===== config.mk =====
export PLATFORM = sky130hd
export DESIGN_NAME = egress_rewriter_pipeline_control
export DESIGN_NICKNAME = d
export VERILOG_FILES = /design/src/logic/stage_presence_mask.v /design/src/logic/egress_rewriter_pipeline_control.v
export VERILOG_INCLUDE_DIRS = /design/src /design/src/logic
export SDC_FILE = /design/constraint.sdc
export NUM_CORES = 1
export LEC_CHECK = 0
export BUFFER_PORTS_ARGS = -buffer_cell sky130_fd_sc_hd__buf_2
export CAP_MARGIN = 20
export CORE_MARGIN = 2
export CORE_UTILIZATION = 57
export DETAILED_ROUTE_END_ITERATION = 10
export GPL_TIMING_DRIVEN = 1
export PLACE_DENSITY = 0.95
export SYNTH_ARGS = -nofsm -noshare
export SYNTH_HDL_FRONTEND = slang
export SYNTH_SLANG_ARGS = --single-unit

===== constraint.sdc =====
create_clock -name core_clk -period 10.3 [get_ports core_clk]
set_input_delay 1.03 -clock core_clk [delete_from_list [all_inputs] [get_ports core_clk]]
set_output_delay 1.03 -clock core_clk [all_outputs]
set_load 0.05 [all_outputs]

===== src/logic/rewriter_pipe_consts.vh =====
`ifndef REWRITER_PIPE_CONSTS_VH
`define REWRITER_PIPE_CONSTS_VH

// Register byte offsets on the AXI4-Lite slave.
`define REG_CTRL_OFS 8'h00
`define REG_STATUS_OFS 8'h04
`define REG_FRAMES_OFS 8'h08
`define REG_LOOPS_OFS 8'h0c

// Control register fields and reset value.
`define CTRL_ENABLE_BIT 0
`define CTRL_LOOP_ONCE_BIT 1
`define CTRL_RESET 2'h1

// Status register field positions.
`define STAT_POINT_LSB 0
`define STAT_ACTION_LSB 4
`define STAT_FWD_LSB 8

// AXI response codes.
`define RESP_OKAY 2'h0
`define RESP_SLVERR 2'h2

// Rewriter pipeline point positions.
`define PT_NONE 4'h0
`define PT_INNER_INTERMEDIATE 4'h1
`define PT_INNER_SOFTWARE_ENDPOINT 4'h2
`define PT_INNER_SERVICE_OAM 4'h3
`define PT_OUTER_SERVICE_OAM 4'h4
`define PT_OUTER_SOFTWARE_ENDPOINT 4'h5
`define PT_OUTER_INTERMEDIATE 4'h6
`define PT_SATELLITE_TEST 4'h7
`define PT_PORT_OAM 4'h8
`define PT_REPLY_FRAME 4'h9
`define PT_COUNT 10

// Pipeline action codes.
`define ACT_NONE 4'h0
`define ACT_INJECT 4'h1
`define ACT_INJECT_MASQUERADE 4'h2
`define ACT_INJECT_CENTRAL 4'h3
`define ACT_EXTRACT 4'h4
`define ACT_EXTRACT_UP_ENDPOINT 4'h5
`define ACT_EXTRACT_LATE 4'h6
`define ACT_LOOPBACK_TO_ANALYZER 4'h7
`define ACT_QUEUE_SYSTEM_LOOPBACK 4'h8

// Forward selector codes.
`define FWD_NONE 2'h0
`define FWD_COPY 2'h1
`define FWD_REDIRECT 2'h2
`define FWD_DISCARD 2'h3

// Classifier pipeline point field codes.
`define CLS_PT_INNER_SW 2'h0
`define CLS_PT_OUTER_SW 2'h1
`define CLS_PT_SAT 2'h2

// Analyzer point codes of a frame looped by the analyzer.
`define ANA_PT_PORT_OAM 2'h1
`define ANA_PT_OUTER_OAM 2'h2
`define ANA_PT_INNER_OAM 2'h3

// OAM processor point select codes.
`define OAM_PT_INNER 2'h0
`define OAM_PT_OUTER 2'h1
`define OAM_PT_PORT 2'h2

// Source MAC bit cleared after an exchange.
`define MAC_LOCAL_BIT 40

`endif


===== src/logic/stage_presence_mask.v =====
`timescale 1ns/1ps
`include "rewriter_pipe_consts.vh"

module stage_presence_mask #(
	parameter NPOS = `PT_COUNT
) (
	input wire [3:0] point,
	input wire [3:0] action,
	output wire [NPOS-1:0] present
);
	wire injectLike;
	wire extractLike;

	assign injectLike = (action == `ACT_INJECT) || (action == `ACT_INJECT_MASQUERADE) ||
		(action == `ACT_INJECT_CENTRAL) || (action == `ACT_QUEUE_SYSTEM_LOOPBACK);
	assign extractLike = (action == `ACT_EXTRACT) || (action == `ACT_EXTRACT_UP_ENDPOINT) ||
		(action == `ACT_EXTRACT_LATE) || (action == `ACT_LOOPBACK_TO_ANALYZER);

	genvar k;
	generate
		for (k = 0; k < NPOS; k = k + 1) begin : gPos
			// A frame logically exists only between its injection and extraction points.
			assign present[k] = injectLike ? (k[3:0] >= point) : (extractLike ? (k[3:0] <= point) : 1'b1);
		end
	endgenerate
endmodule


===== src/logic/egress_rewriter_pipeline_control.v =====
// Notes on behaviour
// - Nonzero forward selector reads action bit: 0 extract to CPU queue, 1 loopback.
// - MAC exchange only for copy, or redirect with loopback action.
// - Forced loop forces redirect, loopback, satellite point, MAC exchange, no CPU queue.
// - Without forced loop, use configured classifier point and forward selector.
// - Pipeline points are ordered none 0 through reply frame 9.
// - Every frame passes all stages; stages are only logically disabled.
// - Analyzer injection actions are reset to no point and no action on entry.
// - Extract set by classifier and intermediate point, up-endpoint by OAM; late only analyzer.
// - Queue-system loopback counts as an injection action here.
// - Loopback to analyzer counts as an extraction here.
// - Default frame state is no point and no action, no restriction.
// - Analyzer port, outer and inner OAM points map to rewriter equivalents.
// - Forwarding and counting decisions follow each frame's point and action.
// - Only classifier, intermediate point and OAM processor assign points here.
// - CPU-injected frames keep the point and action from their header.
// - Forward selector: 0 none, 1 copy, 2 redirect, 3 discard.
// - Classifier point field: 0 inner software, 1 outer software, 2 satellite, 3 reserved.
// - Frames injected at N are neither changed nor counted earlier; here one later extracted at M is counted at 0 to M.
// - Frames extracted at N are neither changed nor counted later.
//
// The placing of the registers and register access over AXI4-Lite were decided locally.
`timescale 1ns/1ps
`include "rewriter_pipe_consts.vh"

module egress_rewriter_pipeline_control #(
	parameter ADDR_W = 8,
	parameter QUEUE_W = 3
) (
	input wire core_clk,
	input wire arst_n,
	input wire ce,
	input wire [ADDR_W-1:0] s_axi_awaddr,
	input wire s_axi_awvalid,
	output reg s_axi_awready,
	input wire [31:0] s_axi_wdata,
	input wire [3:0] s_axi_wstrb,
	input wire s_axi_wvalid,
	output reg s_axi_wready,
	output reg [1:0] s_axi_bresp,
	output reg s_axi_bvalid,
	input wire s_axi_bready,
	input wire [ADDR_W-1:0] s_axi_araddr,
	input wire s_axi_arvalid,
	output reg s_axi_arready,
	output reg [31:0] s_axi_rdata,
	output reg [1:0] s_axi_rresp,
	output reg s_axi_rvalid,
	input wire s_axi_rready,
	input wire frameValid,
	input wire [3:0] inPipePoint,
	input wire [3:0] inPipeAction,
	input wire [1:0] inAnalyzerPoint,
	input wire inFromCpu,
	input wire inAlreadyLooped,
	input wire [47:0] inDestMac,
	input wire [47:0] inSourceMac,
	input wire [1:0] forwardSelector,
	input wire pipeActionBit,
	input wire [1:0] pipePointSelect,
	input wire [QUEUE_W-1:0] cpuQueueSelect,
	input wire macExchangeEnable,
	input wire forcedLoop,
	input wire mipValid,
	input wire mipOuter,
	input wire [1:0] mipForward,
	input wire [QUEUE_W-1:0] mipQueue,
	input wire oamValid,
	input wire [1:0] oamPointSelect,
	input wire [1:0] oamForward,
	input wire oamUpEndpoint,
	input wire [QUEUE_W-1:0] oamQueue,
	output reg outValid,
	output reg [3:0] outPipePoint,
	output reg [3:0] outPipeAction,
	output reg [1:0] outForward,
	output reg outCpuCopy,
	output reg outCpuRedirect,
	output reg [QUEUE_W-1:0] outCpuQueue,
	output reg outLooped,
	output reg [47:0] outDestMac,
	output reg [47:0] outSourceMac,
	output reg [`PT_COUNT-1:0] outCountMask
);
	reg [1:0] ctrl_reg;
	reg [31:0] frames_reg;
	reg [31:0] loops_reg;
	reg [ADDR_W-1:0] awAddr_reg;
	reg awHeld_reg;
	reg [31:0] wData_reg;
	reg [3:0] wStrb_reg;
	reg wHeld_reg;

	reg [3:0] pt;
	reg [3:0] act;
	reg [1:0] fwd;
	reg cpuCopy;
	reg cpuRedir;
	reg swap;
	reg looped;
	reg [QUEUE_W-1:0] queue;
	reg [3:0] clsPos;
	reg [1:0] clsFwd;
	reg clsLbk;
	reg clsSwap;
	reg clsForced;
	reg [3:0] oamPos;
	reg [3:0] mipPos;
	reg reqHit;
	reg [1:0] reqFwd;
	reg reqLbk;
	reg reqUp;
	reg reqSwap;
	reg reqQueueUse;
	reg [QUEUE_W-1:0] reqQueue;
	reg [47:0] newSmac;
	integer p;
	wire [`PT_COUNT-1:0] presentMask;

	function allowedAt;
		input [3:0] pos;
		input [3:0] point;
		input [3:0] action;
		reg injectLike;
		reg extractLike;
		begin
			injectLike = (action == `ACT_INJECT) || (action == `ACT_INJECT_MASQUERADE) ||
				(action == `ACT_INJECT_CENTRAL) || (action == `ACT_QUEUE_SYSTEM_LOOPBACK);
			extractLike = (action == `ACT_EXTRACT) || (action == `ACT_EXTRACT_UP_ENDPOINT) ||
				(action == `ACT_EXTRACT_LATE) || (action == `ACT_LOOPBACK_TO_ANALYZER);
			allowedAt = injectLike ? (pos >= point) : (extractLike ? (pos <= point) : 1'b1);
		end
	endfunction

	// Classifier request decode.
	always @* begin
		clsPos = `PT_NONE;
		clsFwd = `FWD_NONE;
		clsLbk = 1'b0;
		clsSwap = 1'b0;
		clsForced = 1'b0;
		if (forcedLoop && !(ctrl_reg[`CTRL_LOOP_ONCE_BIT] && inAlreadyLooped)) begin
			// A suppressed forced loop must not hide the CPU queue of the normal path.
			clsForced = 1'b1;
			clsPos = `PT_SATELLITE_TEST;
			clsFwd = `FWD_REDIRECT;
			clsLbk = 1'b1;
			clsSwap = 1'b1;
		end else begin
			case (pipePointSelect)
				`CLS_PT_INNER_SW: clsPos = `PT_INNER_SOFTWARE_ENDPOINT;
				`CLS_PT_OUTER_SW: clsPos = `PT_OUTER_SOFTWARE_ENDPOINT;
				`CLS_PT_SAT: clsPos = `PT_SATELLITE_TEST;
				default: clsPos = `PT_NONE;
			endcase
			clsFwd = (clsPos == `PT_NONE) ? `FWD_NONE : forwardSelector;
			clsLbk = (forwardSelector != `FWD_NONE) && pipeActionBit;
			clsSwap = macExchangeEnable && ((forwardSelector == `FWD_COPY) ||
				(forwardSelector == `FWD_REDIRECT && pipeActionBit));
		end
		case (oamPointSelect)
			`OAM_PT_INNER: oamPos = `PT_INNER_SERVICE_OAM;
			`OAM_PT_OUTER: oamPos = `PT_OUTER_SERVICE_OAM;
			`OAM_PT_PORT: oamPos = `PT_PORT_OAM;
			default: oamPos = `PT_NONE;
		endcase
		mipPos = mipOuter ? `PT_OUTER_INTERMEDIATE : `PT_INNER_INTERMEDIATE;
	end

	// Walk the stages in position order; the frame visits each one physically.
	always @* begin
		pt = inPipePoint;
		act = inPipeAction;
		fwd = `FWD_NONE;
		cpuCopy = 1'b0;
		cpuRedir = 1'b0;
		swap = 1'b0;
		looped = 1'b0;
		queue = {QUEUE_W{1'b0}};
		reqHit = 1'b0;
		reqFwd = `FWD_NONE;
		reqLbk = 1'b0;
		reqUp = 1'b0;
		reqSwap = 1'b0;
		reqQueueUse = 1'b0;
		reqQueue = {QUEUE_W{1'b0}};
		if (!inFromCpu) begin
			case (inPipeAction)
				`ACT_INJECT, `ACT_INJECT_MASQUERADE, `ACT_INJECT_CENTRAL: begin
					pt = `PT_NONE;
					act = `ACT_NONE;
				end
				`ACT_QUEUE_SYSTEM_LOOPBACK: begin
					case (inAnalyzerPoint)
						`ANA_PT_PORT_OAM: pt = `PT_PORT_OAM;
						`ANA_PT_OUTER_OAM: pt = `PT_OUTER_SERVICE_OAM;
						`ANA_PT_INNER_OAM: pt = `PT_INNER_SERVICE_OAM;
						default: pt = `PT_NONE;
					endcase
				end
				default: begin
					pt = inPipePoint;
				end
			endcase
		end
		for (p = 1; p < `PT_COUNT; p = p + 1) begin
			// Only these three sources may assign a point inside the rewriter.
			reqHit = 1'b0;
			reqFwd = `FWD_NONE;
			reqLbk = 1'b0;
			reqUp = 1'b0;
			reqSwap = 1'b0;
			reqQueueUse = 1'b0;
			reqQueue = {QUEUE_W{1'b0}};
			if (clsPos == p[3:0] && clsFwd != `FWD_NONE) begin
				reqHit = 1'b1;
				reqFwd = clsFwd;
				reqLbk = clsLbk;
				reqSwap = clsSwap;
				reqQueueUse = !clsForced && !clsLbk;
				reqQueue = cpuQueueSelect;
			end else if (mipValid && mipPos == p[3:0] && mipForward != `FWD_NONE) begin
				reqHit = 1'b1;
				reqFwd = mipForward;
				reqQueueUse = 1'b1;
				reqQueue = mipQueue;
			end else if (oamValid && oamPos == p[3:0] && oamForward != `FWD_NONE) begin
				reqHit = 1'b1;
				reqFwd = oamForward;
				reqUp = oamUpEndpoint;
				reqQueueUse = 1'b1;
				reqQueue = oamQueue;
			end
			if (ctrl_reg[`CTRL_ENABLE_BIT] && reqHit && allowedAt(p[3:0], pt, act)) begin
				if (reqQueueUse) begin
					queue = reqQueue;
				end
				swap = swap | reqSwap;
				case (reqFwd)
					`FWD_COPY: begin
						cpuCopy = cpuCopy | reqQueueUse;
						looped = looped | reqLbk;
						if (fwd == `FWD_NONE) begin
							fwd = `FWD_COPY;
						end
					end
					`FWD_REDIRECT: begin
						fwd = `FWD_REDIRECT;
						pt = p[3:0];
						if (reqLbk) begin
							act = `ACT_LOOPBACK_TO_ANALYZER;
							looped = 1'b1;
						end else begin
							act = reqUp ? `ACT_EXTRACT_UP_ENDPOINT : `ACT_EXTRACT;
							cpuRedir = 1'b1;
						end
					end
					`FWD_DISCARD: begin
						fwd = `FWD_DISCARD;
						pt = p[3:0];
						act = reqUp ? `ACT_EXTRACT_UP_ENDPOINT : `ACT_EXTRACT;
					end
					default: begin
						fwd = fwd;
					end
				endcase
			end
		end
		newSmac = inDestMac;
		newSmac[`MAC_LOCAL_BIT] = 1'b0;
	end

	stage_presence_mask #(
		.NPOS(`PT_COUNT)
	) uMask (
		.point(pt),
		.action(act),
		.present(presentMask)
	);

	always @(posedge core_clk or negedge arst_n) begin
		if (!arst_n) begin
			outValid <= 1'b0;
			outPipePoint <= `PT_NONE;
			outPipeAction <= `ACT_NONE;
			outForward <= `FWD_NONE;
			outCpuCopy <= 1'b0;
			outCpuRedirect <= 1'b0;
			outCpuQueue <= {QUEUE_W{1'b0}};
			outLooped <= 1'b0;
			outDestMac <= 48'h0;
			outSourceMac <= 48'h0;
			outCountMask <= {`PT_COUNT{1'b0}};
			frames_reg <= 32'h0;
			loops_reg <= 32'h0;
		end else if (ce) begin
			outValid <= frameValid;
			if (frameValid) begin
				outPipePoint <= pt;
				outPipeAction <= act;
				outForward <= fwd;
				outCpuCopy <= cpuCopy;
				outCpuRedirect <= cpuRedir;
				outCpuQueue <= queue;
				outLooped <= looped;
				outDestMac <= swap ? inSourceMac : inDestMac;
				outSourceMac <= swap ? newSmac : inSourceMac;
				outCountMask <= presentMask;
				frames_reg <= frames_reg + 32'h1;
				if (looped) begin
					loops_reg <= loops_reg + 32'h1;
				end
			end
		end
	end

	// AXI4-Lite slave; address and data are taken independently and joined for the response.
	always @(posedge core_clk or negedge arst_n) begin
		if (!arst_n) begin
			ctrl_reg <= `CTRL_RESET;
			s_axi_awready <= 1'b1;
			s_axi_wready <= 1'b1;
			s_axi_bvalid <= 1'b0;
			s_axi_bresp <= `RESP_OKAY;
			s_axi_arready <= 1'b1;
			s_axi_rvalid <= 1'b0;
			s_axi_rresp <= `RESP_OKAY;
			s_axi_rdata <= 32'h0;
			awAddr_reg <= {ADDR_W{1'b0}};
			awHeld_reg <= 1'b0;
			wData_reg <= 32'h0;
			wStrb_reg <= 4'h0;
			wHeld_reg <= 1'b0;
		end else if (ce) begin
			if (s_axi_awready && s_axi_awvalid) begin
				awAddr_reg <= s_axi_awaddr;
				awHeld_reg <= 1'b1;
				s_axi_awready <= 1'b0;
			end
			if (s_axi_wready && s_axi_wvalid) begin
				wData_reg <= s_axi_wdata;
				wStrb_reg <= s_axi_wstrb;
				wHeld_reg <= 1'b1;
				s_axi_wready <= 1'b0;
			end
			if (awHeld_reg && wHeld_reg && !s_axi_bvalid) begin
				awHeld_reg <= 1'b0;
				wHeld_reg <= 1'b0;
				s_axi_bvalid <= 1'b1;
				if (awAddr_reg[ADDR_W-1:2] == `REG_CTRL_OFS >> 2) begin
					s_axi_bresp <= `RESP_OKAY;
					if (wStrb_reg[0]) begin
						ctrl_reg <= wData_reg[1:0];
					end
				end else if (awAddr_reg[ADDR_W-1:2] == `REG_STATUS_OFS >> 2 ||
					awAddr_reg[ADDR_W-1:2] == `REG_FRAMES_OFS >> 2 ||
					awAddr_reg[ADDR_W-1:2] == `REG_LOOPS_OFS >> 2) begin
					// Read-only registers ignore writes silently.
					s_axi_bresp <= `RESP_OKAY;
				end else begin
					s_axi_bresp <= `RESP_SLVERR;
				end
			end
			if (s_axi_bvalid && s_axi_bready) begin
				s_axi_bvalid <= 1'b0;
				s_axi_awready <= 1'b1;
				s_axi_wready <= 1'b1;
			end
			if (s_axi_arready && s_axi_arvalid) begin
				s_axi_arready <= 1'b0;
				s_axi_rvalid <= 1'b1;
				s_axi_rresp <= `RESP_OKAY;
				case (s_axi_araddr[ADDR_W-1:2])
					`REG_CTRL_OFS >> 2: s_axi_rdata <= {30'h0, ctrl_reg};
					`REG_STATUS_OFS >> 2: s_axi_rdata <= {22'h0, outForward, outPipeAction, outPipePoint};
					`REG_FRAMES_OFS >> 2: s_axi_rdata <= frames_reg;
					`REG_LOOPS_OFS >> 2: s_axi_rdata <= loops_reg;
					default: begin
						s_axi_rdata <= 32'h0;
						s_axi_rresp <= `RESP_SLVERR;
					end
				endcase
			end
			if (s_axi_rvalid && s_axi_rready) begin
				s_axi_rvalid <= 1'b0;
				s_axi_arready <= 1'b1;
			end
		end
	end
endmodule


* Word-level counts from Yosys, hierarchy flattened
Cells that the tools add are included.
** Word-level totals
- Register bits after elaboration :: 243
- Bits in latches :: 0
- RAM bits :: 0
- Memory bits (read-only) :: 0
- Bits of input ports :: 195
- Output and inout bits :: 164
- Word-level logic and storage cells :: 821
- Memories kept :: 0
** Operators by class
- Add/sub/neg operators :: 2
- Multiply operators :: 0
- Div/mod/pow operators :: 0
- Order comparisons :: 38
- Eq/ne operators :: 153
- Shift operators :: 0
- Muxes and demuxes :: 387
- Bitwise operators :: 24
- Reductions and logical operators :: 190
** Operator list (count)
- 1-bit 2-to-1 mux :: 217
- 4-bit by 3-bit equality test with 1-bit output (second input constant) :: 48
- 3-bit 2-to-1 mux :: 46
- 4-bit 2-to-1 mux :: 32
- 32-bit case mux with 4 select lines :: 1
- 2-bit 2-to-1 mux :: 58
- 4-bit by 2-bit equality test with 1-bit output (second input constant) :: 26
- 48-bit 2-to-1 mux :: 2
- 4-bit case mux with 2 select lines :: 10
- 1-bit logical AND :: 76
- 32-bit by 1-bit adder with 32-bit output (second input constant) :: 2
- 1-bit logical OR :: 63
- 4-bit equality test (second input constant) :: 15
- 2-bit case mux with 3 select lines :: 9
- 4-bit by 1-bit equality test with 1-bit output (second input constant) :: 13
- 2-bit equality test (second input constant) :: 23
- 3-bit by 4-bit >= comparator with 1-bit output (first input constant) :: 8
- 3-bit by 4-bit <= comparator with 1-bit output (first input constant) :: 8
- 2-bit by 1-bit equality test with 1-bit output (second input constant) :: 13
- 6-bit by 2-bit equality test with 1-bit output (second input constant) :: 4
- 1-bit bitwise OR :: 24
- 4-bit case mux with 3 select lines :: 2
- 2-bit AND reduction :: 11
- 2-bit logical NOT :: 10
- 22 further kinds :: 73

* Longest topological paths before layout
Gate-level depths: netlist of the first run.
- Depth in word-level cells :: 84
- Mapped depth :: 21
- Depth with buffers taken out :: 18

* By module
A second synthesis of the first run with hierarchy kept.
** Second synthesis, totals
- Cells, all modules :: 1356
- Area, all modules :: 12991.2 um^2
** Modules (own cells, without submodules)
- egress_rewriter_pipeline_control :: instances 1, cells each 1324, area an instance 12773.5 um^2, sequential area each 5985.7 um^2
- stage_presence_mask :: instances 1, cells each 32, area an instance 217.7 um^2, sequential area each 0.0 um^2

* Least setup slack after synthesis of the first run
Ideal clock, no wire load.
- Kind :: input to register
- Start point :: input port pipePointSelect[0]
- End point :: register outPipeAction[3]
- Setup time :: 0.121 ns
- Data arrival time :: 5.085 ns
- Data required time :: 10.179 ns
- Setup slack :: 5.094 ns
- Cell stages on the path :: 20
- Buffers on the path :: 3
- Path through :: inv_1 ha_1 nor4_1 nand2_1 inv_1 ha_1 nand2_1 a41o_1 o211a_1 o21a_1 buf_6 o311a_1 buf_6 o21ai_2 o22ai_1 a311oi_2 mux2i_1 clkbuf_1 nand2_1 a22o_1
** On the way
- Word-level cells in the longest chain between the ends :: 77
- Elaborated cells between the ends (all ways) :: 300
- Those cells by class :: order compare (16); eq/ne (93); mux (105); reduce/logical (86)
** Ends and longest elaborated chain
- start: declaration :: line egress_rewriter_pipeline_control.v:60 : input wire [1:0] pipePointSelect,
- 2-bit equality test (tied with other cells) :: line egress_rewriter_pipeline_control.v:150 : case (pipePointSelect)
- 3-bit case mux with 3 select lines * :: line egress_rewriter_pipeline_control.v:150
- 4-bit 2-to-1 mux * :: line egress_rewriter_pipeline_control.v:142 : if (forcedLoop && !(ctrl_reg[`CTRL_LOOP_ONCE_BIT] && inAlreadyLooped)) begin
- parallel branches: the longest is 73 deep, another holds 2-bit by 4-bit <= comparator with 1-bit output
- 4-bit 2-to-1 mux * :: line egress_rewriter_pipeline_control.v:234 : if (ctrl_reg[`CTRL_ENABLE_BIT] && reqHit && allowedAt(p[3:0], pt, act)) begin
- end signal: assignment :: line egress_rewriter_pipeline_control.v:285 : outPipeAction <= `ACT_NONE;
- end signal: assignment :: line egress_rewriter_pipeline_control.v:300 : outPipeAction <= act;
- end: declaration :: line egress_rewriter_pipeline_control.v:75 : output reg [3:0] outPipeAction,
Mark *: on every way between the ends. The select of a mux whose other input is x is not followed.
A chain may end at the register's enable or synchronous reset.

* Final worst setup path of the first run
- Start point :: input port pipePointSelect[0]
- End point :: register outSourceMac[47]
** On the way
- Word-level cells in the longest chain between the ends :: 78
- Elaborated cells between the ends (all ways) :: 322
- Those cells by class :: order compare (16); eq/ne (91); mux (121); bitwise (8); reduce/logical (86)
** Ends and longest elaborated chain
- 2-bit equality test (tied with other cells) :: line egress_rewriter_pipeline_control.v:150
- 3-bit case mux with 3 select lines * :: line egress_rewriter_pipeline_control.v:150
- 4-bit 2-to-1 mux * :: line egress_rewriter_pipeline_control.v:142
- parallel branches: the longest is 73 deep, another holds 2-bit by 4-bit <= comparator with 1-bit output
- 1-bit 2-to-1 mux * :: line egress_rewriter_pipeline_control.v:234
- 48-bit 2-to-1 mux * :: line egress_rewriter_pipeline_control.v:307 : outSourceMac <= swap ? newSmac : inSourceMac;
- end signal: assignment :: line egress_rewriter_pipeline_control.v:307
- end: declaration :: line egress_rewriter_pipeline_control.v:82 : output reg [47:0] outSourceMac,
Marks and branches as above.

==> results of run 1 <==
-- per-layer routing --
metal	global-route usage (%)	vias up	part of all wire, %
li1	-	5378	-
met1	40.14	5614	38
met2	52.79	602	48
met3	6.080	149	8.3
met4	15.43	2	5.5
met5	0	-	0.052
-- critical path, stage by stage --
cell and delay, ns:
buf_2 0.10, inv_1 0.06, ha_1 0.33, nor4_1 0.56
nand2_1 0.20, inv_1 0.20, ha_1 0.20, nand2_1 0.10
a41o_1 0.33, nor4_1 0.37, o21a_1 0.36, o311a_1 0.52
nand3b_1 0.23, a31o_4 0.73, buf_4 0.78, mux2i_1 0.33
o21ai_0 0.11
-- synth_stat cells, types with 4 or more instances --
cell type,number
mux2_2,20
o21ai_0,153
o31ai_1,12
nand2b_1,9
inv_1,29
nand4_1,18
clkbuf_1,50
or2_2,6
nor2_2,6
nor2_1,70
xor2_1,29
or3_1,11
ha_1,18
a211oi_1,7
a41oi_1,4
a21oi_1,23
mux2i_1,119
o21a_1,4
nor2b_1,5
xnor2_1,34
o211ai_1,9
nand2_1,224
a22o_1,4
dfstp_2,4
nor4_1,12
nand3b_1,4
a31oi_1,7
dfrtp_1,235
a21boi_0,6
and3_1,19
a22oi_1,10
buf_2,15
nor3_1,22
buf_6,4
nand3_1,31
a211o_1,8
and2_1,14
nor4b_1,5
o22ai_1,4
-- cell families after synthesis --
| logic type | Yosys count | synth area share [%] |
|---|---|---|
| and+or+nand+nor | 471 | 17.30 |
| adders and majority gates | 18 | 1.749 |
| xor gates and xnor gates | 63 | 4.284 |
| buffers and inverters | 103 | 3.439 |
| muxes | 141 | 11.35 |
| DFF | 239 | 46.48 |
| AOI/OAI and AO/OA | 307 | 15.37 |
| other | 1 | 0.02912 |
-- power breakdown --
group / leakage (nW) / internal, W / switching (W)
combinational: 4.65 / 0.000190 / 0.000490
clock: 0.436 / 0.000587 / 0.000388
sequential: 3.06 / 0.00104 / 0.0000723
-- stage by stage --
step	cell area [um^2]	worst slack, ns	std cells	hold WS, ns
detailed placement	14570	3.600	1876	0.4637
global route	15500	3.626	1924	0.4863
finish	15500	4.002	1925	0.4713
CTS	15460	4.119	1922	0.4740
global placement	14570	3.751	1876	0.4471
floorplan	12880	5.094	1344	0.4414
-- worst max path at each step --
stage	slack, ns	to	startpoint	cells past startpoint
detailed placement	3.60	outSourceMac[47]	pipePointSelect[0]	17
global route	3.63	outDestMac[31]	pipePointSelect[0]	17
floorplan	5.09	outPipeAction[3]	pipePointSelect[0]	20
CTS	4.12	outSourceMac[47]	pipePointSelect[0]	17
finish	4.00	outSourceMac[47]	pipePointSelect[0]	17
global placement	3.75	outSourceMac[47]	pipePointSelect[0]	17
-- cell usage in the layout, fill, tap and decap left out, types with 7 or more instances in the layout --
master | Yosys | final
inv_1 | 29 | 29
a21oi_1 | 23 | 23
xor2_1 | 29 | 29
o21ai_0 | 153 | 153
and3_1 | 19 | 19
mux2_2 | 20 | 20
a211oi_1 | 7 | 7
mux2i_1 | 119 | 119
buf_2 | 15 | 319
o211ai_1 | 9 | 9
nand2b_1 | 9 | 9
or3_1 | 11 | 11
dfrtp_1 | 235 | 235
nand3_1 | 31 | 31
nand4_1 | 18 | 18
clkbuf_16 | 0 | 25
a22oi_1 | 10 | 10
nor4_1 | 12 | 12
xnor2_1 | 34 | 34
and2_1 | 14 | 14
o31ai_1 | 12 | 12
buf_4 | 2 | 7
ha_1 | 18 | 18
nor3_1 | 22 | 22
a31oi_1 | 7 | 7
nor2_1 | 70 | 70
nand2_1 | 224 | 223
a211o_1 | 8 | 8
-- layout make-up --
cell class / instances / share of cell area, %
Antenna cell: 1 / 0.01615
Clock inverter: 11 / 1.138
Sequential cell: 239 / 38.62
Multi-Input combinational cell: 1002 / 41.75
Clock buffer: 35 / 4.602
Tap cell: 280 / 2.260
Timing Repair Buffer: 328 / 10.91
Inverter: 29 / 0.7023
==> out/metrics.csv, run 1 <==
stage,metric,value,unit
worst_setup_path,reg2reg_to,outSourceMac[47],
clock_tree,cts_inserted_buffers,25,
synth,synth_edf_count,0,
timing,drv_slew,0,
worst_setup_path,critPathKind,primary input to register,
clock_tree,cts.hold.buffers_added,0,
hold_path,hold_depth,1,
timing,layout_min_cycle_time,6.298,ns
detailed_routing,via_count,11745,
cells_and_area,syn_to_final_growth,20.34,%
timing,finalCritPeriodShare,61.14,%
clock_tree,clockBufferDepth,3,
detailed_routing,drtAntennaViolNets,0,
global_routing,grt_start_max_net_pins,126,
floorplanning,core,22030,um^2
cells_and_area,largestRegisters,"outDestMac (48), outSourceMac (48)",
worst_setup_path,arrival,6.67,ns
synth,synth_flop_cell,dfrtp_1,
worst_setup_path,startpoint_type,primary input,
detailed_routing,totalWireLength,38430,um
synth,yosysWarnings,0,
floorplanning,row_count,54,
synth,syn_inst,1343,
worst_setup_path,r2r-start,ctrl_reg[1],
synth,synth_top_area_share,45.66,%
timing,max_slew_margin,28.46,%
clock_tree,cts.sinks,239,
synth,ys_types,83,
clock_tree,cts-root-buf,clkbuf_16,
synth,ys_async_sr_fraction,100.0,%
timing,setup_viol,0,
worst_setup_path,rrSetupSlack,4.40,ns
clock_tree,clkLatencyLatePin,0.54,ns
outcome,status,completed,
floorplanning,pin_count,359,
clock_tree,cts_htree_levels,1,
floorplanning,start_util,58.47,%
synth,synth_top_area_cell,dfrtp_1,
floorplanning,die_w,154.3,um
global_routing,grt_pass1_wl,61100,um
floorplanning,die_y,154.3,um
worst_setup_path,critical_path.max_fanout,51,
global_routing,grt-ovfl-total,0,
worst_setup_path,crit_required,10.67,ns
worst_setup_path,r2r_cells,15,
detailed_routing,route.detailed.drc,0,
floorplanning,dieArea,23810,um^2
detailed_routing,wire_per_inst,19.97,um
pwr,power.leakage,8.153,nW
synth,ys_top_cells_by_area,"dfrtp_1, mux2i_1, nand2_1",
synth,avgSynthCellArea,9.589,um^2
timing,rsz0062_at_grt,false,
cells_and_area,drive_above_1_share,25.73,%
cells_and_area,multiInputGateArea,6470,um^2
flow_run,cap_violations,0,
clock_tree,cts-resized-gates,0,
place,gp_congestion,0.9223,
clock_tree,cts_tree,built,
place,place.port_buffers,319,
timing,fin_tns_setup,0,ns
hold_path,hold_start,frames_reg[31],
timing,fmax,0.1588,GHz
pwr,power,0.002770,W
cells_and_area,final-seq-area,5986,um^2
clock_tree,post_cts_buffers,0,
synth,yosysSeqAreaShare,46.48,%
cells_and_area,final_util,70.36,%
synth,synth-seq-cells,239,
timing,hold_viol,0,
global_routing,antenna_found_initial,1,
synth,syn_area,12880,um^2
pwr,irDropWorstVdd,0.1334,mV
pwr,power_density,178.7,nW/um^2
worst_setup_path,worst_setup_path_end_kind,register,
timing,worst_pin_slew,1.043,ns
cells_and_area,fill_cells,1523,
timing,fin_worst_skew,0.01781,ns
hold_path,holdCritPathClass,register to register,
detailed_routing,drt_iter0_drc,1012,
hold_path,whs_endpoint,frames_reg[31],
place,hpwl,27510,um
detailed_routing,first_pass_iters,9,
cells_and_area,fin_nets,1838,
clock_tree,clk_pin_slew_worst_paths,0.06,ns
detailed_routing,viasPerCell,6.101,
global_routing,track_usage,31.72,%
global_routing,grt_pass1_vias,11728,
No activity file was read; power rests on OpenSTA's default activity.
==> inputs of run 2 (changes only) <==
- CORE_UTILIZATION: 57 -> 48
- PLACE_DENSITY: 0.95 -> 0.89
- clock period: 10.3 -> 5.5 ns (I/O delays scaled with it)
==> out/metrics.csv, run 2 (synthesis results as in run 1) <==
stage,metric,value,unit,change
outcome,status,finished with violations,,was completed
outcome,violations,hold timing,,
pwr,power_density,324.3,nW/um^2,was 178.7 nW/um^2
pwr,swShare,34.27,%,was 34.31%
detailed_routing,drtAntennaViolNets,0,,unchanged
place,hpwl,28230,um,was 27510 um
global_routing,track_usage,25.82,%,was 31.72%
timing,drv_slew,0,,unchanged
global_routing,antenna_found_initial,2,,was 1
pwr,combPwrFrac,25.1,%,was 24.6%
detailed_routing,first_pass_iters,8,,was 9
detailed_routing,totalWireLength,37450,um,was 38430 um
clock_tree,clk_pin_slew_worst_paths,0.06,ns,about the same
floorplanning,die_y,167.8,um,was 154.3 um
detailed_routing,wire_per_inst,18.69,um,was 19.97 um
detailed_routing,via_count,11446,,was 11745
pwr,power.leakage,8.248,nW,was 8.153 nW
pwr,seqPwrFrac,40.8,%,was 40.2%
worst_setup_path,crit_required,5.94,ns,was 10.67 ns
floorplanning,die_w,167.8,um,was 154.3 um
floorplanning,start_util,49.14,%,was 58.47%
clock_tree,cts-resized-gates,0,,unchanged
timing,fmax,0.2064,GHz,
worst_setup_path,worst_setup_path_end_kind,register,,unchanged
place,gp_congestion,0.9427,,was 0.9223
worst_setup_path,r2r-start,ctrl_reg[0],,was ctrl_reg[1]
timing,worst_pin_slew,1.027,ns,was 1.043 ns
clock_tree,cts_inserted_buffers,27,,was 25
cells_and_area,fin_nets,1860,,was 1838
clock_tree,clockBufferDepth,3,,unchanged
global_routing,grt_start_max_net_pins,166,,was 126
pwr,power,0.005105,W,was 0.002770 W
pwr,clockPowerShare,34.0,%,was 35.2%
cells_and_area,final_common_cell,buf_2,,unchanged
place,place.port_buffers,319,,unchanged
place,place_area,14880,um^2,was 14570 um^2
worst_setup_path,arrival,5.29,ns,was 6.67 ns
timing,hold_viol,4,,was 0
worst_setup_path,startpoint,ctrl_reg[0],,was pipePointSelect[0]
hold_path,holdCritPathClass,primary input to async pin,,was register to register
worst_setup_path,critPathKind,register to register,,was primary input to register
clock_tree,cts.hold.buffers_added,0,,unchanged
clock_tree,cts-root-buf,clkbuf_16,,unchanged
detailed_routing,viasPerCell,5.712,,was 6.101
timing,fin_tns_setup,0,ns,unchanged
timing,layout_min_cycle_time,4.844,ns,
detailed_routing,route.detailed.drc,0,,unchanged
pwr,p_int,0.003356,W,was 0.001820 W
floorplanning,pin_count,359,,unchanged
clock_tree,cts.sinks,239,,unchanged
floorplanning,row_count,59,,was 54
pwr,irDropWorstVdd,0.2481,mV,was 0.1334 mV
cells_and_area,drive_above_1_share,26.44,%,was 25.73%
cells_and_area,syn_to_final_growth,22.23,%,was 20.34%
timing,setup_viol,0,,unchanged
global_routing,grt-ovfl-total,0,,unchanged
global_routing,grt_pass1_wl,58980,um,was 61100 um
cells_and_area,final_cell_area,15740,um^2,was 15500 um^2
timing,fin_worst_skew,0.009013,ns,was 0.01781 ns
detailed_routing,drt_iter0_drc,982,,was 1012
timing,hold_slack,-0.01472,ns,was 0.4713 ns
flow_run,cap_violations,0,,unchanged
floorplanning,dieArea,28160,um^2,was 23810 um^2
cells_and_area,most-common-layout-cells,"buf_2, dfrtp_1, nand2_1",,unchanged
timing,max_slew_margin,31.52,%,was 28.46%
timing,finalCritPeriodShare,88.08,%,
clock_tree,cts_tree,built,,unchanged
worst_setup_path,startpoint_type,register,,was primary input
timing,rsz0062_at_grt,false,,unchanged
worst_setup_path,r2r_cells,13,,was 15
clock_tree,clkLatencyLatePin,0.52,ns,was 0.54 ns
cells_and_area,largestRegisters,"outDestMac (48), outSourceMac (48)",,unchanged
global_routing,grt_pass1_vias,11102,,was 11728
pwr,switching_power,0.001750,W,was 0.0009504 W
worst_setup_path,critical_path.max_fanout,11,,was 51
clock_tree,cts_htree_levels,1,,unchanged
clock_tree,post_cts_buffers,0,,unchanged
floorplanning,core,26210,um^2,was 22030 um^2
[run 2: changes by cell type in the layout (fill, tap and decap cells not counted), moves of 3 or more]
cell / before / now
buf_12: 0 / 6
buf_4: 7 / 23
clkbuf_1: 5 / 11
clkbuf_8: 5 / 2
[run 2: power by group through the flow]
stage          sequential (W)  combinational (W)  clock [W]
2_1_floorplan         0.00253           0.000438          0
3_3_place_gp          0.00210            0.00125          0
3_5_place_dp          0.00211            0.00128          0
4_1_cts               0.00208            0.00128    0.00177
5_1_grt               0.00211            0.00137    0.00184
6_report              0.00208            0.00128    0.00174
[run 2: critical path, cell delays in order, from the launching register on]
cell      delay (ns)
dfstp_2         0.70
nand3b_1        0.14
or2_2           0.32
o31a_1          0.36
a21boi_1        0.45
nor4_1          0.15
o21a_1          0.32
o311a_1         0.56
nor4_4          0.34
and3_4          0.26
o311ai_4        0.11
or3_1           0.65
nor3_4          0.23
xor2_1          0.17
[run 2: area by class of cell]
cell class	instances	area (um^2)
Sequential cell	239	5986
Fill cell	2191	10470
Multi-Input combinational cell	1002	6470
Timing Repair Buffer	348	1899
Clock buffer	40	744.5
Antenna cell	1	2.502
Inverter	29	108.9
Clock inverter	10	111.4
Tap cell	335	419.2
[run 2: through the flow]
step,utilization [%],instances,setup WS [ns]
2_1_floorplan,-,1344,0.7736
4_1_cts,60.06,2003,0.7049
3_3_place_gp,56.79,1953,0.3332
3_5_place_dp,56.79,1953,0.2554
6_report,60.07,2004,0.6557
5_1_grt,60.07,2004,0.1684
[run 2: path summary, 6_finish.rpt]
| kind | to | slack [ns] |
|---|---|---|
| worst max-delay path | loops_reg[23] | 0.66 |
| worst min-delay path | outDestMac[42] | -0.01 |
| worst max register to register | loops_reg[23] | 0.66 |
| worst min register to register | outSourceMac[40] | 0.46 |
| max in group asynchronous | frames_reg[6] | 4.15 |
| min in group core_clk | awAddr_reg[6] | 0.26 |
[run 2: routing by layer]
metal,share of wire (%),up-vias,wire length (um),global-route usage [%]
li1,-,5410,-,-
met1,41,5489,15440,33.80
met2,47,431,17770,42.62
met3,7.2,114,2701,4.937
met4,4.1,2,1517,10.17
met5,0.048,-,18,0
==> inputs of run 3 (changes only) <==
- CORE_MARGIN: 2 -> not set
==> out/metrics.csv, run 3 (synthesis results as in run 1) <==
stage,metric,value,unit,change
cells_and_area,syn_to_final_growth,21.49,%,was 22.23%
timing,setup_viol,0,,unchanged
place,gp_congestion,0.9324,,was 0.9427
clock_tree,clkLatencyLatePin,0.52,ns,about the same
timing,rsz0062_at_grt,false,,unchanged
pwr,p_int,0.003261,W,was 0.003356 W
timing,finalCritPeriodShare,89.94,%,was 88.08%
pwr,switching_power,0.001742,W,was 0.001750 W
timing,fmax,0.2021,GHz,was 0.2064 GHz
global_routing,grt-ovfl-total,0,,unchanged
detailed_routing,viasPerCell,5.763,,was 5.712
hold_path,holdCritPathClass,primary input to async pin,,unchanged
floorplanning,pin_count,359,,unchanged
clock_tree,cts.hold.buffers_added,0,,unchanged
clock_tree,cts-root-buf,clkbuf_16,,unchanged
timing,layout_min_cycle_time,4.947,ns,was 4.844 ns
cells_and_area,final_common_cell,buf_2,,unchanged
worst_setup_path,startpoint_type,register,,unchanged
worst_setup_path,crit_required,5.91,ns,was 5.94 ns
detailed_routing,route.detailed.drc,18,,was 0
detailed_routing,drt_iter0_drc,1036,,was 982
clock_tree,clk_pin_slew_worst_paths,0.06,ns,about the same
cells_and_area,fin_nets,1857,,was 1860
clock_tree,clockBufferDepth,3,,unchanged
floorplanning,die_w,165.8,um,was 167.8 um
pwr,swShare,34.83,%,was 34.27%
floorplanning,core,26210,um^2,unchanged
global_routing,track_usage,27.18,%,was 25.82%
cells_and_area,drive_above_1_share,26.38,%,was 26.44%
place,hpwl,28220,um,was 28230 um
clock_tree,cts_inserted_buffers,26,,was 27
place,place.port_buffers,319,,unchanged
pwr,clockPowerShare,32.7,%,was 34.0%
timing,finalWorstSetupSlack,0.5531,ns,was 0.6557 ns
worst_setup_path,arrival,5.36,ns,was 5.29 ns
clock_tree,cts_tree,built,,unchanged
global_routing,grt_pass1_vias,11291,,was 11102
worst_setup_path,worst_setup_path_end_kind,register,,unchanged
floorplanning,dieArea,27490,um^2,was 28160 um^2
outcome,status,finished with violations,,unchanged
global_routing,antenna_found_initial,3,,was 2
global_routing,grt_pass1_wl,60350,um,was 58980 um
pwr,power_density,319.8,nW/um^2,was 324.3 nW/um^2
clock_tree,cts_htree_levels,1,,unchanged
pwr,irDropWorstVdd,0.2219,mV,was 0.2481 mV
detailed_routing,via_count,11537,,was 11446
timing,drv_slew,0,,unchanged
timing,fin_tns_setup,0,ns,unchanged
cells_and_area,final_cells,2002,,was 2004
cells_and_area,final_cell_area,15650,um^2,was 15740 um^2
pwr,power.leakage,8.218,nW,was 8.248 nW
floorplanning,die_y,165.8,um,was 167.8 um
floorplanning,start_util,49.14,%,unchanged
clock_tree,cts.sinks,239,,unchanged
detailed_routing,drtAntennaViolNets,0,,unchanged
timing,hold_viol,0,,was 4
detailed_routing,first_pass_iters,8,,unchanged
clock_tree,post_cts_buffers,0,,unchanged
cells_and_area,most-common-layout-cells,"buf_2, dfrtp_1, nand2_1",,unchanged
clock_tree,cts-resized-gates,0,,unchanged
worst_setup_path,critical_path.max_fanout,11,,unchanged
place,place_area,14840,um^2,was 14880 um^2
timing,worst_pin_slew,0.9284,ns,was 1.027 ns
detailed_routing,wire_per_inst,18.77,um,was 18.69 um
floorplanning,row_count,59,,unchanged
detailed_routing,totalWireLength,37580,um,was 37450 um
pwr,combPwrFrac,25.6,%,was 25.1%
global_routing,grt_start_max_net_pins,148,,was 166
outcome,violations,DRC,,was hold timing
worst_setup_path,critPathKind,register to register,,unchanged
cells_and_area,fill_cells,2208,,was 2191
timing,fin_worst_skew,0.01565,ns,was 0.009013 ns
timing,max_slew_margin,38.11,%,was 31.52%
place,dp_slack,0.2061,ns,was 0.2554 ns
place,dp.cells,1951,,was 1953
cells_and_area,largestRegisters,"outDestMac (48), outSourceMac (48)",,unchanged
flow_run,cap_violations,0,,unchanged
pwr,seqPwrFrac,41.8,%,was 40.8%
## run 3: critical path, cell delays in order (launching register included)
cell	delay, ns
dfrtp_1	0.49
a21boi_0	0.22
nor4_1	0.30
nand2_1	0.16
inv_1	0.17
ha_1	0.19
nand2_1	0.07
a41o_1	0.32
nor4_1	0.41
o21a_1	0.37
o311a_1	0.53
nor3_1	0.13
o311ai_1	0.47
and3_1	0.30
nand2b_1	0.33
nor3_1	0.10
o41ai_1	0.27
## run 3: through the flow
step           util, %  total power [W]  hold WS, ns
4_1_cts          59.68         0.005036      0.05851
5_1_grt          59.70         0.005204      0.07944
3_3_place_gp     56.64         0.003346       0.4517
3_5_place_dp     56.64         0.003389       0.4592
6_report         59.70         0.005003      0.03611
2_1_floorplan        -         0.002967       0.2544
## run 3: layout make-up
cell class,count,area (um^2),share of cell area (%)
inverters,29,108.9,0.6957
clock inverters,9,45.04,0.2879
repair buffers,346,1859,11.88
multi-input cells,1002,6470,41.35
clock buffers,39,750.7,4.798
well taps,335,419.2,2.679
diodes,3,7.507,0.04798
flip-flops and latches,239,5986,38.26
## run 3: power by group through the flow
stage	Sequential, W	Clock (W)	Combinational, W
global route	0.00211	0.00173	0.00136
finish	0.00209	0.00163	0.00128
global placement	0.00210	0	0.00124
floorplan	0.00253	0	0.000438
detailed placement	0.00212	0	0.00127
CTS	0.00209	0.00167	0.00128
## run 3: path summary, 6_finish.rpt
kind	end	slack [ns]	cells after the start	start
max in group asynchronous	frames_reg[9]	4.18	2	arst_n
worst min register to register	outLooped	0.47	2	outLooped
worst min-delay path	outSourceMac[23]	0.04	1	arst_n
worst max-delay path	outCountMask[3]	0.55	16	ctrl_reg[1]
worst max register to register	outCountMask[3]	0.55	16	ctrl_reg[1]
min in group core_clk	awAddr_reg[7]	0.28	2	s_axi_awaddr[7]
## run 3: per-layer routing
layer | vias to the layer above | share of wire (%) | routed length [um] | GRT usage (%)
li1 | 5406 | - | - | -
met5 | - | 0 | 0 | 0
met3 | 76 | 5.9 | 2220 | 2.931
met2 | 426 | 49 | 18260 | 45.60
met4 | 0 | 3.2 | 1187 | 9.671
met1 | 5629 | 42 | 15910 | 36.70
